`config.mk`:
```
export PLATFORM = sky130hd
export DESIGN_NAME = supply_select_reset_supervisor
export DESIGN_NICKNAME = d
export VERILOG_FILES = /design/src/supply_pkg.sv /design/src/pin_sync.sv /design/src/supply_select_reset_supervisor.sv
export VERILOG_INCLUDE_DIRS = /design/src
export SDC_FILE = /design/constraint.sdc
export NUM_CORES = 1
export LEC_CHECK = 0
export ABC_AREA = 1
export BUFFER_PORTS_ARGS = -buffer_cell sky130_fd_sc_hd__buf_4
export CORE_MARGIN = 2
export CORE_UTILIZATION = 53
export DETAILED_ROUTE_END_ITERATION = 10
export PLACE_DENSITY = 0.8
export SYNTH_ARGS = -nofsm -noshare
export SYNTH_HDL_FRONTEND = slang
export SYNTH_SLANG_ARGS = --single-unit
```
`constraint.sdc`:
```
create_clock -name sys_clk -period 1.8 [get_ports sys_clk]
set_clock_uncertainty 0.15 [all_clocks]
set_input_delay 0.09 -clock sys_clk [delete_from_list [all_inputs] [get_ports sys_clk]]
set_output_delay 0.09 -clock sys_clk [all_outputs]
set_load 0.01 [all_outputs]
```
`src/supply_defines.svh`:
```
`ifndef SUPPLY_DEFINES_SVH
`define SUPPLY_DEFINES_SVH
`define SYNC_STAGES 3
`define HARD_RESET_NS 1000
`define CLK_PERIOD_NS 20
`define HARD_RESET_CYCLES ((`HARD_RESET_NS + `CLK_PERIOD_NS - 1) / `CLK_PERIOD_NS)
`define HARD_RESET_CNT_W 6
`define MRST_POL_RESET 1'b0
`endif

```
`src/supply_pkg.sv`:
```
package supply_pkg;
   typedef enum logic [1:0] {src_none, src_main, src_vbus} supply_src_type;
endpackage

```
`src/pin_sync.sv`:
```
`timescale 1ns/1ns
`include "supply_defines.svh"
module pin_sync (
   input wire logic sys_clk,
   input wire logic resetn,
   input wire logic pin_in,
   output logic level_out
);
   typedef struct packed {
      logic [`SYNC_STAGES-1:0] stage;
      logic level;
   } sync_state_type;
   sync_state_type st_r;
   sync_state_type st_nxt;
   always_comb begin
      st_nxt = st_r;
      st_nxt.stage = {st_r.stage[`SYNC_STAGES-2:0], pin_in};
      // change accepted once stages two and three agree
      if (st_r.stage[`SYNC_STAGES-1] == st_r.stage[`SYNC_STAGES-2]) begin
         st_nxt.level = st_r.stage[`SYNC_STAGES-1];
      end
   end
   always_ff @(posedge sys_clk or negedge resetn) begin
      if (!resetn) begin
         st_r <= '0;
      end else begin
         st_r <= st_nxt;
      end
   end
   assign level_out = st_r.level;
endmodule

```
`src/supply_select_reset_supervisor.sv`:
```
`timescale 1ns/1ns
`include "supply_defines.svh"
// Function
// - both good: run from main supply
// - only vbus good: run from vbus
// - main returns: switch back without reset
// - main lost while both present: hard reset
// - flag dead battery when main absent
// - hold domain inactive until por good
// - supervise aux output with programmable threshold
// - firmware condition enables aux output switch
// - aux undervoltage drives reset output low
// - asserted manual reset drives reset low
// - manual reset active high, configurable low
// - pulldown aux output while switch off
module supply_select_reset_supervisor (
   input wire logic sys_clk,
   input wire logic resetn,
   input wire logic main_good_in,
   input wire logic main_below_2v85_in,
   input wire logic vbus_good_in,
   input wire logic por_main_good_in,
   input wire logic por_vbus_good_in,
   input wire logic por_rail_good_in,
   input wire logic aux_uv_in,
   input wire logic manual_reset_in,
   input wire logic mrst_active_low_cfg,
   input wire logic aux_switch_request,
   input wire logic aux_switch_need_main,
   input wire logic [3:0] aux_uv_threshold_cfg,
   output supply_pkg::supply_src_type supply_src,
   output logic sel_main_supply,
   output logic sel_vbus_supply,
   output logic hard_reset_req,
   output logic dead_battery,
   output logic main_domain_enable,
   output logic vbus_domain_enable,
   output logic internal_3v3_rail_enable,
   output logic [3:0] aux_uv_threshold,
   output logic aux_out_switch,
   output logic aux_out_pulldown,
   output logic reset_out_n
);
   import supply_pkg::*;
   localparam int unsigned HR_CYCLES = `HARD_RESET_CYCLES;
   localparam int unsigned NSYNC = 8;
   logic [NSYNC-1:0] raw_in;
   logic [NSYNC-1:0] syn;
   assign raw_in = {manual_reset_in, aux_uv_in, por_rail_good_in, por_vbus_good_in, por_main_good_in,
                    vbus_good_in, main_below_2v85_in, main_good_in};

   genvar gi;
   generate
      for (gi = 0; gi < NSYNC; gi++) begin : g_sync
         pin_sync u_sync (
            .sys_clk(sys_clk),
            .resetn(resetn),
            .pin_in(raw_in[gi]),
            .level_out(syn[gi])
         );
      end
   endgenerate
   logic main_ok, below, vbus_ok, por_m, por_v, por_r, aux_uv, mrst_lvl;
   assign main_ok = syn[0];
   assign below = syn[1];
   assign vbus_ok = syn[2];
   assign por_m = syn[3];
   assign por_v = syn[4];
   assign por_r = syn[5];
   assign aux_uv = syn[6];
   assign mrst_lvl = syn[7];
   typedef struct packed {
      supply_src_type src;
      logic both_seen;
      logic hr;
      logic [`HARD_RESET_CNT_W-1:0] hr_cnt;
      logic dead;
      logic sw;
      logic rst_n;
      logic [3:0] thr;
      logic mpol;
      logic cfg_taken;
   } top_state_type;
   top_state_type st_r;
   top_state_type st_nxt;

   // one-cycle event: both seen good, now main gone and below threshold
   logic main_lost;
   assign main_lost = st_r.both_seen && vbus_ok && !main_ok && below;
   function automatic logic mrst_asserted(input logic lvl, input logic pol_low);
      mrst_asserted = pol_low ? ~lvl : lvl;
   endfunction
   always_comb begin
      st_nxt = st_r;
      // polarity strap caught once after reset release
      if (!st_r.cfg_taken) begin
         st_nxt.mpol = mrst_active_low_cfg;
         st_nxt.cfg_taken = 1'b1;
      end
      if (main_ok && por_m) begin
         st_nxt.src = src_main;
      end else if (vbus_ok && por_v) begin
         st_nxt.src = src_vbus;
      end else begin
         st_nxt.src = src_none;
      end
      st_nxt.both_seen = main_ok && vbus_ok;
      if (st_r.hr_cnt != '0) begin
         st_nxt.hr_cnt = st_r.hr_cnt - 1'b1;
      end else begin
         st_nxt.hr = 1'b0;
      end
      if (main_lost) begin
         st_nxt.hr = 1'b1;
         st_nxt.hr_cnt = `HARD_RESET_CNT_W'(HR_CYCLES);
      end
      st_nxt.dead = ~main_ok;
      st_nxt.thr = aux_uv_threshold_cfg;
      st_nxt.sw = aux_switch_request && por_m && (main_ok || !aux_switch_need_main);
      st_nxt.rst_n = ~aux_uv && ~mrst_asserted(mrst_lvl, st_r.mpol);
   end
   always_ff @(posedge sys_clk or negedge resetn) begin
      if (!resetn) begin
         st_r <= '0;
         st_r.src <= src_none;
         st_r.mpol <= `MRST_POL_RESET;
      end else begin
         st_r <= st_nxt;
      end
   end
   assign supply_src = st_r.src;
   assign sel_main_supply = (st_r.src == src_main);
   assign sel_vbus_supply = (st_r.src == src_vbus);
   assign hard_reset_req = st_r.hr;
   assign dead_battery = st_r.dead;
   assign main_domain_enable = por_m;
   assign vbus_domain_enable = por_v;
   assign internal_3v3_rail_enable = por_r && (st_r.src != src_none);
   assign aux_uv_threshold = st_r.thr;
   assign aux_out_switch = st_r.sw;
   assign aux_out_pulldown = ~st_r.sw;
   assign reset_out_n = st_r.rst_n;
endmodule

```
# Yosys cells after proc, flatten, opt, wreduce, memory -nomap -nowiden
# Index checks and enable logic that the tools add are counted.
# op_classes
addsub	1
eq_ne	11
n_mux	6
bitwise_logic	5
reduce_logical	16
# op_table
op	n
$logic_and 1x1->1	10
$eq 1x1->1	8
$mux 7	1
$mux 6	1
$reduce_bool 6->1	1
$sub 6x1->6 const B	1
$not 1->1	5
$mux 2	2
$reduce_bool 2->1	2
$eq 2x1->1 const B	1
$eq 2x2->1 const B	1
$logic_not 1->1	2
$mux 1	2
$ne 2x2->1 const B	1
$logic_or 1x1->1	1
# totals
out_inout_bits	16
in_bits	17
reg_bits	51
wordCells	65

# Longest topological paths before layout
# Gate-level depths: netlist (run 1).
# depth
word_depth	4
mapped_depth	7
mapped_depth_nobuf	7

# By module
# From an unflattened synthesis (run 1), not the netlist that was laid out.
# unflattened
cells_unflattened	153
area_unflattened_um2	1783.0
# by_module_without_submodules
mod	seq_area_each_um2	cells_each	area_each_um2	instances
pin_sync	100.1	8	116.4	8
supply_select_reset_supervisor	475.5	89	852.1	1

# Worst setup path before layout (run 1)
# No wires, ideal clock.
# synth_path
kind	reg2reg
startpoint	register st_r[9] (netlist name)
endpoint	register st_r[10] (netlist name)
synth_period_minus_slack_ns	1.334
path_buffers	0
stages_incl_launch_ff	8
required_ns	1.533
arrival_ns	1.067
path_slack_ns	0.466
setup_time_ns	0.117
path_cell_list	dfrtp_1 -> inv_1 -> ha_1 -> nand2_1 -> nor2_4 -> nand2_2 -> nand2_1 -> nand2_1
# synth_between
elab_chain_len	3
elab_cells_between_ends	5
cone_classes	add/sub: 1; mux: 2; reduce/logical: 2
# synth_rtl
item	line	text
start, declared	supply_select_reset_supervisor.sv:84	top_state_type st_r;
start signal, assigned	supply_select_reset_supervisor.sv:128	st_r <= st_nxt;
$sub 6x1->6	supply_select_reset_supervisor.sv:109	st_nxt.hr_cnt = st_r.hr_cnt - 1'b1;
$mux 6	supply_select_reset_supervisor.sv:108	if (st_r.hr_cnt != '0) begin
$mux 7	supply_select_reset_supervisor.sv:113	if (main_lost) begin
# Several ways; a longest one is shown, not always the timed one. The select of a mux whose other input is x is not followed.
# A chain may end at the register's enable or synchronous reset.

# Worst setup path after layout (run 1)
# Ends and elaborated chain as after synthesis.

==> run_results.csv, run 1 <==
group,metric,value,unit
run_status,outcome,"completed",
finish,num_antenna_cells,0,
sta,setup_viol,0,
synth,synthTopCellsByArea,"dfrtp_1 (73%), maj3_1 (4.6%), nand2_1 (4.3%)",
synth,synth.net_count,147,
finish,design_area,2210,sq um
detailed_routing,finalWirelength,2.57,mm
detailed_routing,drcViolationCount,0,
min_path,hp-class,"input port to async pin",
sta,hold_ws,0.103,ns
power,vdd_ir_drop_max,0.789,mV
synth,yosys.area_share.xor_xnor,0.502,%
floorplan,io_pins,33,
worst_setup_path,critPathKind,"register to register",
clocking,clock_latency,0.36,ns
synth,syn_area,1740,sq um
synth,synth_cells,128,
global_routing,antenna_found_initial,0,
floorplan,die_w,61.4,microns
sta,tightest_slew,0.604,ns
sta,period_needed,1.44,ns
floorplan,core,3100,sq um
synth,synth_top_area_cell,"dfrtp_1",
worst_setup_path,worstPathCellList,"inv_1, ha_1, nand2_1, nor2_4, nand2_2, nand2_1, nand2_1",
finish,layout_common_cells,"dfrtp_1 (51), buf_4 (32), nand2_1 (20), dlygate4sd3_1 (16), inv_1 (11)",
detailed_routing,routedWlPerCell,11.6,microns
worst_setup_path,slowest_stage,"dfrtp_1",
synth,synth_compound_area_share,1.51,%
global_routing,overflow,0,
power,power_leakage,1.08,nW
synth,muxShareOfSynthArea,0.646,%
clocking,cts_made_buffers,5,
sta,relSlewSlack,59.7,%
sta,slew_violations,0,
placement,gp_congestion,0.724,
detailed_routing,ant_nets,0,
worst_setup_path,cp-startpoint,"st_r[9]",
global_routing,grt_pass1_vias,1012,
synth,ys_warn_count,0,
worst_setup_path,endpoint_kind,"register",
global_routing,grt_pass1_wl,4.26,mm
clocking,path_clk_slew,0.14,ns
synth,syn_area_per_cell,13.6,sq um
placement,dp_hpwl,1.73,mm
placement,place_ws,0.377,ns
finish,final_common_cell,"dfrtp_1",
sta,worst_slack,0.364,ns
synth,synth_adder_area_share,6.03,%
global_routing,grt_start_max_net_pins,52,
worst_setup_path,path_common_cell,"nand2_1",
detailed_routing,drtPass1Iterations,3,
worst_setup_path,cpPeakStageDelay,0.39,ns
synth,synthDominantCellAreaShare,73.2,%
worst_setup_path,crit_arrival,1.54,ns
clocking,cts_tree,"built",
synth,synth_top_family_by_area,"simple AND/OR/NAND/NOR gates",
synth,ys_ff_latch,51,
sta,hold_violations,0,
synth,ys_seq_area_share,73.2,%
synth,yosys.area_share.simple,12.8,%
global_routing,track_usage,16.4,%
power,p_per_area,1120,nW/um^2
placement,place_area,1990,sq um
run,cap_viol_max_count,0,
worst_setup_path,cp_max_fo,8,
worst_setup_path,reg2reg_from,"st_r[9]",
clocking,htreeDepth,2,
floorplan,rows,20,
sta,fmax,696,MHz
worst_setup_path,start_kind,"register",
floorplan,start_util,56.2,%
detailed_routing,first_iter_violations,22,
clocking,cts-root-buf,"clkbuf_4",
worst_setup_path,crit_required,1.90,ns
floorplan,die_area,3770,sq um
sta,rsz0062_at_grt,"false",
finish,layout-drive-gt1-share,28.1,%
clocking,cts_buffer_depth,2,
sta,finalSetupTns,0,ns
clocking,postCtsResizedCells,0,
finish,nNetsFinal,196,
finish,syn_to_final_growth,27.0,%
detailed_routing,via_per_inst,4.67,
detailed_routing,num_vias,1037,
sta,finalCritPeriodShare,79.8,%
floorplan,die_h,61.4,microns
clocking,cts.sinks,51,
synth,synth_cell_types,22,
placement,portBuffers,32,
finish,final_util,71.4,%
[report_power, final]
part           total, mW  internal (mW)  switching, mW  leakage, nW
logic              0.563          0.254          0.309        0.443
clock network      0.505          0.158          0.347       0.0356
registers           1.41           1.29          0.120        0.601
total               2.48           1.71          0.776         1.08
[layer usage]
metal  GRT usage (%)  up-vias  part of all wire, %  routed length, microns
met3            4.41        5                  3.6                      93
li1                -      499                    -                       -
met1            19.5      511                   43                    1120
met5               0        -                    0                       0
met2            27.1       22                   51                    1310
met4            9.12        0                  1.9                      48
[final timing paths]
path                            slack [ns]                         end  cells after the start
worst max-delay path                  0.36                    st_r[10]                      7
worst min-delay path                  0.10    g_sync[7].u_sync.st_r[3]                      2
worst max register to register        0.36                    st_r[10]                      7
worst min register to register        0.21  g_sync[0].u_sync.st_nxt[3]                      0
max in group asynchronous             0.96                    st_r[10]                      2
min in group sys_clk                  0.21  g_sync[0].u_sync.st_nxt[3]                      0
[logic make-up (layout without fill, tap and decap cells)]
| group | after synthesis | count (layout) |
|---|---|---|
| compound gates | 4 | 4 |
| mux | 1 | 1 |
| flops | 51 | 51 |
| buf+inv | 18 | 68 |
| fa+ha+maj | 10 | 10 |
| simple gates | 42 | 42 |
| xor+xnor | 1 | 1 |
| other cells | 1 | 1 |
[state kept, by name (all words and copies together), names as in the netlist]
register / flops
g_sync.u_sync.st_nxt: 16
supply_src: 2
aux_out_switch: 1
dead_battery: 1
reset_out_n: 1
aux_uv_threshold: 4
hard_reset_req: 1
g_sync.u_sync.level_out: 8
st_r: 9
g_sync.u_sync.st_r: 8
[area by class of cell]
class / count / area (sq um)
Sequential cell: 51 / 1280
Fill cell: 225 / 888
Timing Repair Buffer: 48 / 400
Multi-Input combinational cell: 59 / 378
Tap cell: 44 / 55.1
Inverter: 12 / 45.0
Clock buffer: 5 / 37.5
Clock inverter: 3 / 22.5
[per-stage QoR]
stage | total power [mW] | cells
after global placement | 1.94 | 198
after global routing | 2.64 | 222
final | 2.48 | 222
after detailed placement | 1.98 | 198
after CTS | 2.51 | 222
after floorplan | 1.79 | 128
[synthesized netlist by cell type]
library cell and instances:
o21a_1 1, a21oi_1 2, nor2_1 5, nand4_1 2
mux2_2 1, conb_1 1, o21ai_2 1, inv_2 1
nand3_1 7, nand2_2 2, nand2_1 20, or2_1 1
buf_4 6, xor2_1 1, ha_1 2, nand4_2 1
dfrtp_1 51, nor2_2 1, maj3_1 8, nor2_4 2
inv_1 11, nand4_4 1
[what timing repair did]
action,4_1_cts,5_1_grt
hold buffers,16,0
hold endpoints to repair,65,0
setup buffers,0,0
[worst max-delay path, delay by kind of cell, from the launching register on]
kind	cells	cell delay [ns]
flops	1	0.39
simple gates	5	0.38
fa+ha+maj	1	0.22
buf+inv	1	0.19
Power figures use the tool's default switching activity.
==> run 2, diff against run 1 <==
- ABC_AREA: 1 -> 0
- CORE_UTILIZATION: 53 -> 52
- PLACE_DENSITY: 0.8 -> 0.79
- clock period: 1.8 -> 1.39 ns (I/O delays scaled with it)
==> run_results.csv, run 2 <==
group,metric,value,unit
floorplan,rows,20,
worst_setup_path,critPathKind,"register to register",
synth,synth_cell_types,33,
worst_setup_path,crit_required,1.50,ns
synth,async_reset_ff_share,100,%
worst_setup_path,cp_max_fo,2,
synth,synth_adder_area_share,6.21,%
floorplan,die_w,61.0,microns
synth,synth_commonest_cells,"dfrtp_1 (51), maj3_1 (8), buf_4 (6)",
worst_setup_path,slowest_stage,"dfrtp_1",
detailed_routing,drtPass1Iterations,4,
synth,ys_warn_count,0,
finish,fillers,181,
sta,finalCritPeriodShare,124,%
finish,nNetsFinal,194,
finish,syn_to_final_growth,42.4,%
sta,slew_violations,0,
detailed_routing,via_per_inst,4.95,
floorplan,io_pins,33,
clocking,cts_made_buffers,5,
synth,synth.net_count,130,
sta,hold_violations,0,
global_routing,antenna_found_initial,0,
sta,relSlewSlack,58.3,%
worst_setup_path,cpPeakStageDelay,0.44,ns
worst_setup_path,endpoint_kind,"register",
worst_setup_path,crit_arrival,1.84,ns
finish,design_area,2410,sq um
placement,portBuffers,32,
clocking,cts-root-buf,"clkbuf_4",
finish,final_util,78.3,%
detailed_routing,drcViolationCount,0,
clocking,clock_latency,0.36,ns
sta,hold_ws,0.102,ns
placement,dp_hpwl,1.87,mm
clocking,cts_tree,"built",
synth,syn_area,1690,sq um
floorplan,die_area,3730,sq um
global_routing,grt_start_max_net_pins,52,
synth,synth_edf_count,0,
floorplan,core,3080,sq um
min_path,hp-class,"input port to async pin",
power,power_leakage,1.11,nW
finish,layout_common_cells,"dfrtp_1 (51), buf_4 (45), dlygate4sd3_1 (16), maj3_1 (8), clkbuf_4 (5)",
sta,worst_slack,-0.338,ns
detailed_routing,first_iter_violations,42,
synth,syn_area_per_cell,15.2,sq um
placement,place_area,2020,sq um
clocking,cts_buffer_depth,2,
synth,ys_ff_latch,51,
synth,synthTopCellsByArea,"dfrtp_1 (75%), maj3_1 (4.7%), buf_4 (2.7%)",
synth,yosysMostFrequentCell,"dfrtp_1",
global_routing,grt_pass1_vias,1127,
finish,num_antenna_cells,0,
global_routing,grt_pass1_wl,5.26,mm
synth,yosys.area_share.xor_xnor,0.518,%
placement,gp_congestion,0.753,
run,cap_viol_max_count,0,
detailed_routing,finalWirelength,3.57,mm
worst_setup_path,worstPathCellList,"buf_6, or4_4, o21ai_1, or3b_1",
synth,synth_top_area_cell,"dfrtp_1",
power,p_per_area,1620,nW/um^2
run_status,failed_checks,"setup timing",
sta,tightest_slew,0.625,ns
synth,synth_compound_area_share,4.66,%
synth,synth_top_family_by_area,"simple AND/OR/NAND/NOR gates",
sta,setup_viol,7,
finish,layout-drive-gt1-share,40.9,%
power,vdd_ir_drop_max,1.11,mV
worst_setup_path,r2r_cells,4,
run_status,outcome,"finished, violations left",
worst_setup_path,path_depth,4,
sta,rsz0062_at_grt,"true",
detailed_routing,ant_nets,0,
worst_setup_path,start_kind,"register",
synth,muxShareOfSynthArea,0.666,%
floorplan,die_h,61.0,microns
synth,ys_seq_area_share,75.4,%
clocking,cts.sinks,51,
synth,synth_cells,111,
detailed_routing,num_vias,1089,
finish,final_common_cell,"dfrtp_1",
sta,fmax,579,MHz
synth,synthDominantCellAreaShare,75.4,%
power,finalPower,3.90,mW
finish,largest_reg_flops,16,
synth,synth_ff_type,"dfrtp_1",
clocking,path_clk_slew,0.14,ns
synth,yosys.area_share.simple,8.28,%
sta,period_needed,1.73,ns
worst_setup_path,cp_top_family,"simple AND/OR/NAND/NOR gates",
detailed_routing,routedWlPerCell,16.2,microns
global_routing,overflow,0,
clocking,htreeDepth,2,
floorplan,start_util,55.0,%
global_routing,track_usage,20.3,%
worst_setup_path,critPathBufInv,1,
run 2: cell types whose count changed in the layout (fill, tap and decap cells not counted), sizes merged, moves of 4 or more:
cell / delta
inv: -8
nand3: -6
buf: +16
nor2: -5
nand2: -18
nand4: -4
run 2: cells by family (layout without fill, tap and decap cells):
group / after synthesis / in the layout
AOI/OAI and AO/OA: 12 / 12
xor gates and xnor gates: 1 / 1
adders and majority gates: 10 / 10
buffers and inverters: 12 / 77
DFF: 51 / 51
muxes: 1 / 1
other: 1 / 1
and+or+nand+nor: 23 / 23
run 2: final timing paths:
| path | from | to | slack [ns] |
|---|---|---|---|
| worst max-delay path | st_r[10] | st_r[14] | -0.34 |
| worst max register to register | st_r[10] | st_r[14] | -0.34 |
| min in group sys_clk | aux_uv_in | g_sync[6].u_sync.st_nxt[2] | 0.20 |
| worst min register to register | g_sync[3].u_sync.st_nxt[2] | g_sync[3].u_sync.st_nxt[3] | 0.22 |
| worst min-delay path | resetn | st_r[1] | 0.10 |
| max in group asynchronous | resetn | aux_uv_threshold[2] | 0.57 |
run 2: timing repair:
action | in CTS | in global routing
resized for setup | 12 | 13
pin swaps | 6 | 7
hold buffers | 16 | 0
setup endpoints to repair | 7 | 8
setup buffers | 5 | 1
hold endpoints to repair | 65 | 0
run 2: stage by stage:
stage / setup slack (ns) / setup TNS (ns) / instances
floorplan: -0.244 / -0.832 / 111
global placement: -0.235 / -1.06 / 190
detailed placement: -0.308 / -1.55 / 190
CTS: -0.272 / -1.44 / 219
global route: -0.382 / -2.18 / 220
finish: -0.338 / -1.94 / 220
run 2: layout make-up:
cell class	count	area, sq um	area share (%)
Sequential cell	51	1280	53.0
Timing Repair Buffer	64	532	22.1
Tap cell	44	55.1	2.29
Multi-Input combinational cell	48	460	19.1
Inverter	5	21.3	0.883
Clock buffer	7	55.1	2.29
Clock inverter	1	8.76	0.364
run 2: metal layers:
| layer | global-route usage [%] | part of all wire, % | vias up |
|---|---|---|---|
| met1 | 25.0 | 40 | 539 |
| met2 | 33.7 | 50 | 43 |
| met4 | 6.83 | 3.6 | 0 |
| met5 | 0 | 0 | - |
| met3 | 7.14 | 6.5 | 11 |
| li1 | - | - | 496 |
run 2: power by group:
group / leakage, nW / switching (mW) / internal [mW] / total [mW]
Combinational: 0.470 / 0.666 / 0.729 / 1.39
Clock: 0.0355 / 0.445 / 0.252 / 0.697
Sequential: 0.603 / 0.128 / 1.68 / 1.80
==> run 3, diff against run 2 <==
- RECOVER_POWER: unset -> 100
==> run_results.csv, run 3 (same netlist as run 2, synthesis figures left out) <==
group,metric,value,unit
placement,portBuffers,32,
finish,layout_common_cells,"dfrtp_1 (51), clkbuf_4 (18), clkbuf_1 (18), dlygate4sd3_1 (16), buf_4 (15)",
clocking,htreeDepth,2,
finish,fillers,197,
worst_setup_path,reg2reg_from,"st_r[10]",
worst_setup_path,cpPeakStageDelay,0.44,ns
detailed_routing,finalWirelength,3.55,mm
finish,largest_reg_flops,16,
global_routing,track_usage,20.3,%
finish,final_common_cell,"dfrtp_1",
worst_setup_path,critPathBufInv,1,
detailed_routing,ant_nets,0,
finish,design_area,2340,sq um
detailed_routing,num_vias,1086,
worst_setup_path,rrSetupSlack,-0.34,ns
worst_setup_path,worstPathCellList,"buf_6, or4_4, o21ai_1, or3b_1",
power,p_int,2.61,mW
worst_setup_path,start_kind,"register",
floorplan,io_pins,33,
worst_setup_path,endpoint_kind,"register",
sta,worst_slack,-0.345,ns
worst_setup_path,r2r_end,"st_r[14]",
clocking,path_clk_slew,0.14,ns
sta,relSlewSlack,55.6,%
global_routing,grt_pass1_wl,5.26,mm
worst_setup_path,cp_max_fo,2,
power,clock_power_share,18.1,%
sta,tightest_slew,0.666,ns
floorplan,start_util,55.0,%
clocking,cts-root-buf,"clkbuf_4",
power,p_per_area,1640,nW/um^2
worst_setup_path,r2r_cells,4,
global_routing,grt_pass1_vias,1127,
placement,dp_cells,190,
clocking,cts_made_buffers,5,
detailed_routing,drcViolationCount,0,
finish,num_antenna_cells,0,
global_routing,antenna_found_initial,0,
worst_setup_path,cp-startpoint,"st_r[10]",
finish,layout-drive-gt1-share,31.3,%
run_status,outcome,"finished, violations left",
power,p_sw,1.24,mW
min_path,hp-class,"input port to async pin",
finish,finalNonFillerCells,220,
clocking,cts_buffer_depth,2,
placement,place_area,2020,sq um
detailed_routing,routedWlPerCell,16.1,microns
power,combinationalPowerShare,35.0,%
global_routing,grt_start_max_net_pins,52,
worst_setup_path,crit_required,1.50,ns
detailed_routing,drtPass1Iterations,4,
floorplan,die_area,3730,sq um
finish,syn_to_final_growth,38.6,%
worst_setup_path,crit_arrival,1.84,ns
clocking,cts_tree,"built",
power,swShare,32.2,%
run,cap_viol_max_count,0,
floorplan,core,3080,sq um
worst_setup_path,path_depth,4,
worst_setup_path,cp_top_family,"simple AND/OR/NAND/NOR gates",
sta,finalCritPeriodShare,125,%
finish,nNetsFinal,194,
sta,rsz0062_at_grt,"true",
sta,fmax,576,MHz
power,vdd_ir_drop_max,1.11,mV
sta,finalSetupTns,-1.97,ns
sta,hold_ws,0.139,ns
floorplan,rows,20,
placement,gp_congestion,0.753,
finish,final_util,76.2,%
clocking,cts.sinks,51,
floorplan,die_h,61.0,microns
clocking,clock_latency,0.36,ns
global_routing,overflow,0,
placement,place_ws,-0.308,ns
power,seqPwrFrac,46.8,%
sta,setup_viol,7,
worst_setup_path,slowest_stage,"dfrtp_1",
worst_setup_path,critPathKind,"register to register",
detailed_routing,first_iter_violations,36,
placement,dp_hpwl,1.87,mm
run_status,failed_checks,"setup timing",
power,power_leakage,1.04,nW
sta,hold_violations,0,
power,finalPower,3.85,mW
sta,slew_violations,0,
floorplan,die_w,61.0,microns
sta,period_needed,1.73,ns
worst_setup_path,endpoint,"st_r[14]",
detailed_routing,via_per_inst,4.94,
[run 3: how the worst min path moves through the flow]
stage	to	slack (ns)
3_3_place_gp	aux_uv_threshold[0]	-0.04
6_report	st_r[1]	0.14
5_1_grt	aux_uv_threshold[0]	0.20
3_5_place_dp	aux_uv_threshold[0]	-0.02
4_1_cts	st_r[1]	0.12
2_1_floorplan	aux_out_switch	-0.38
[run 3: timing repair]
| item | in CTS | in global routing |
|---|---|---|
| hold endpoints to repair | 65 | 0 |
| hold buffers | 16 | 0 |
| setup endpoints to repair | 7 | 8 |
| resized for setup | 12 | 13 |
| gates cloned | 0 | 0 |
| buffers inserted | 5 | 1 |
| pin swaps | 6 | 7 |
[run 3: routing by layer]
metal  share of wire [%]  vias up  GRT usage, %
met5                   0        -             0
met4                 3.6        0          6.83
met3                 5.7       11          7.14
met2                  51       36          33.7
met1                  40      540          25.0
li1                    -      499             -
[run 3: final cells by class]
class | instances | area (sq um) | area share (%)
inverter | 5 | 21.3 | 0.907
clock inverter | 1 | 8.76 | 0.374
sequential | 51 | 1280 | 54.4
tap | 44 | 55.1 | 2.35
timing repair buffer | 64 | 468 | 20.0
clock buffer | 7 | 55.1 | 2.35
multi-input combinational | 48 | 460 | 19.6
[run 3: power by group through the flow]
stage	registers [mW]	logic, mW	clock network [mW]
floorplan	1.85	0.381	0
global placement	1.81	0.779	0
detailed placement	1.83	0.823	0
CTS	1.78	1.10	0.707
global route	1.82	1.44	0.770
finish	1.80	1.35	0.698
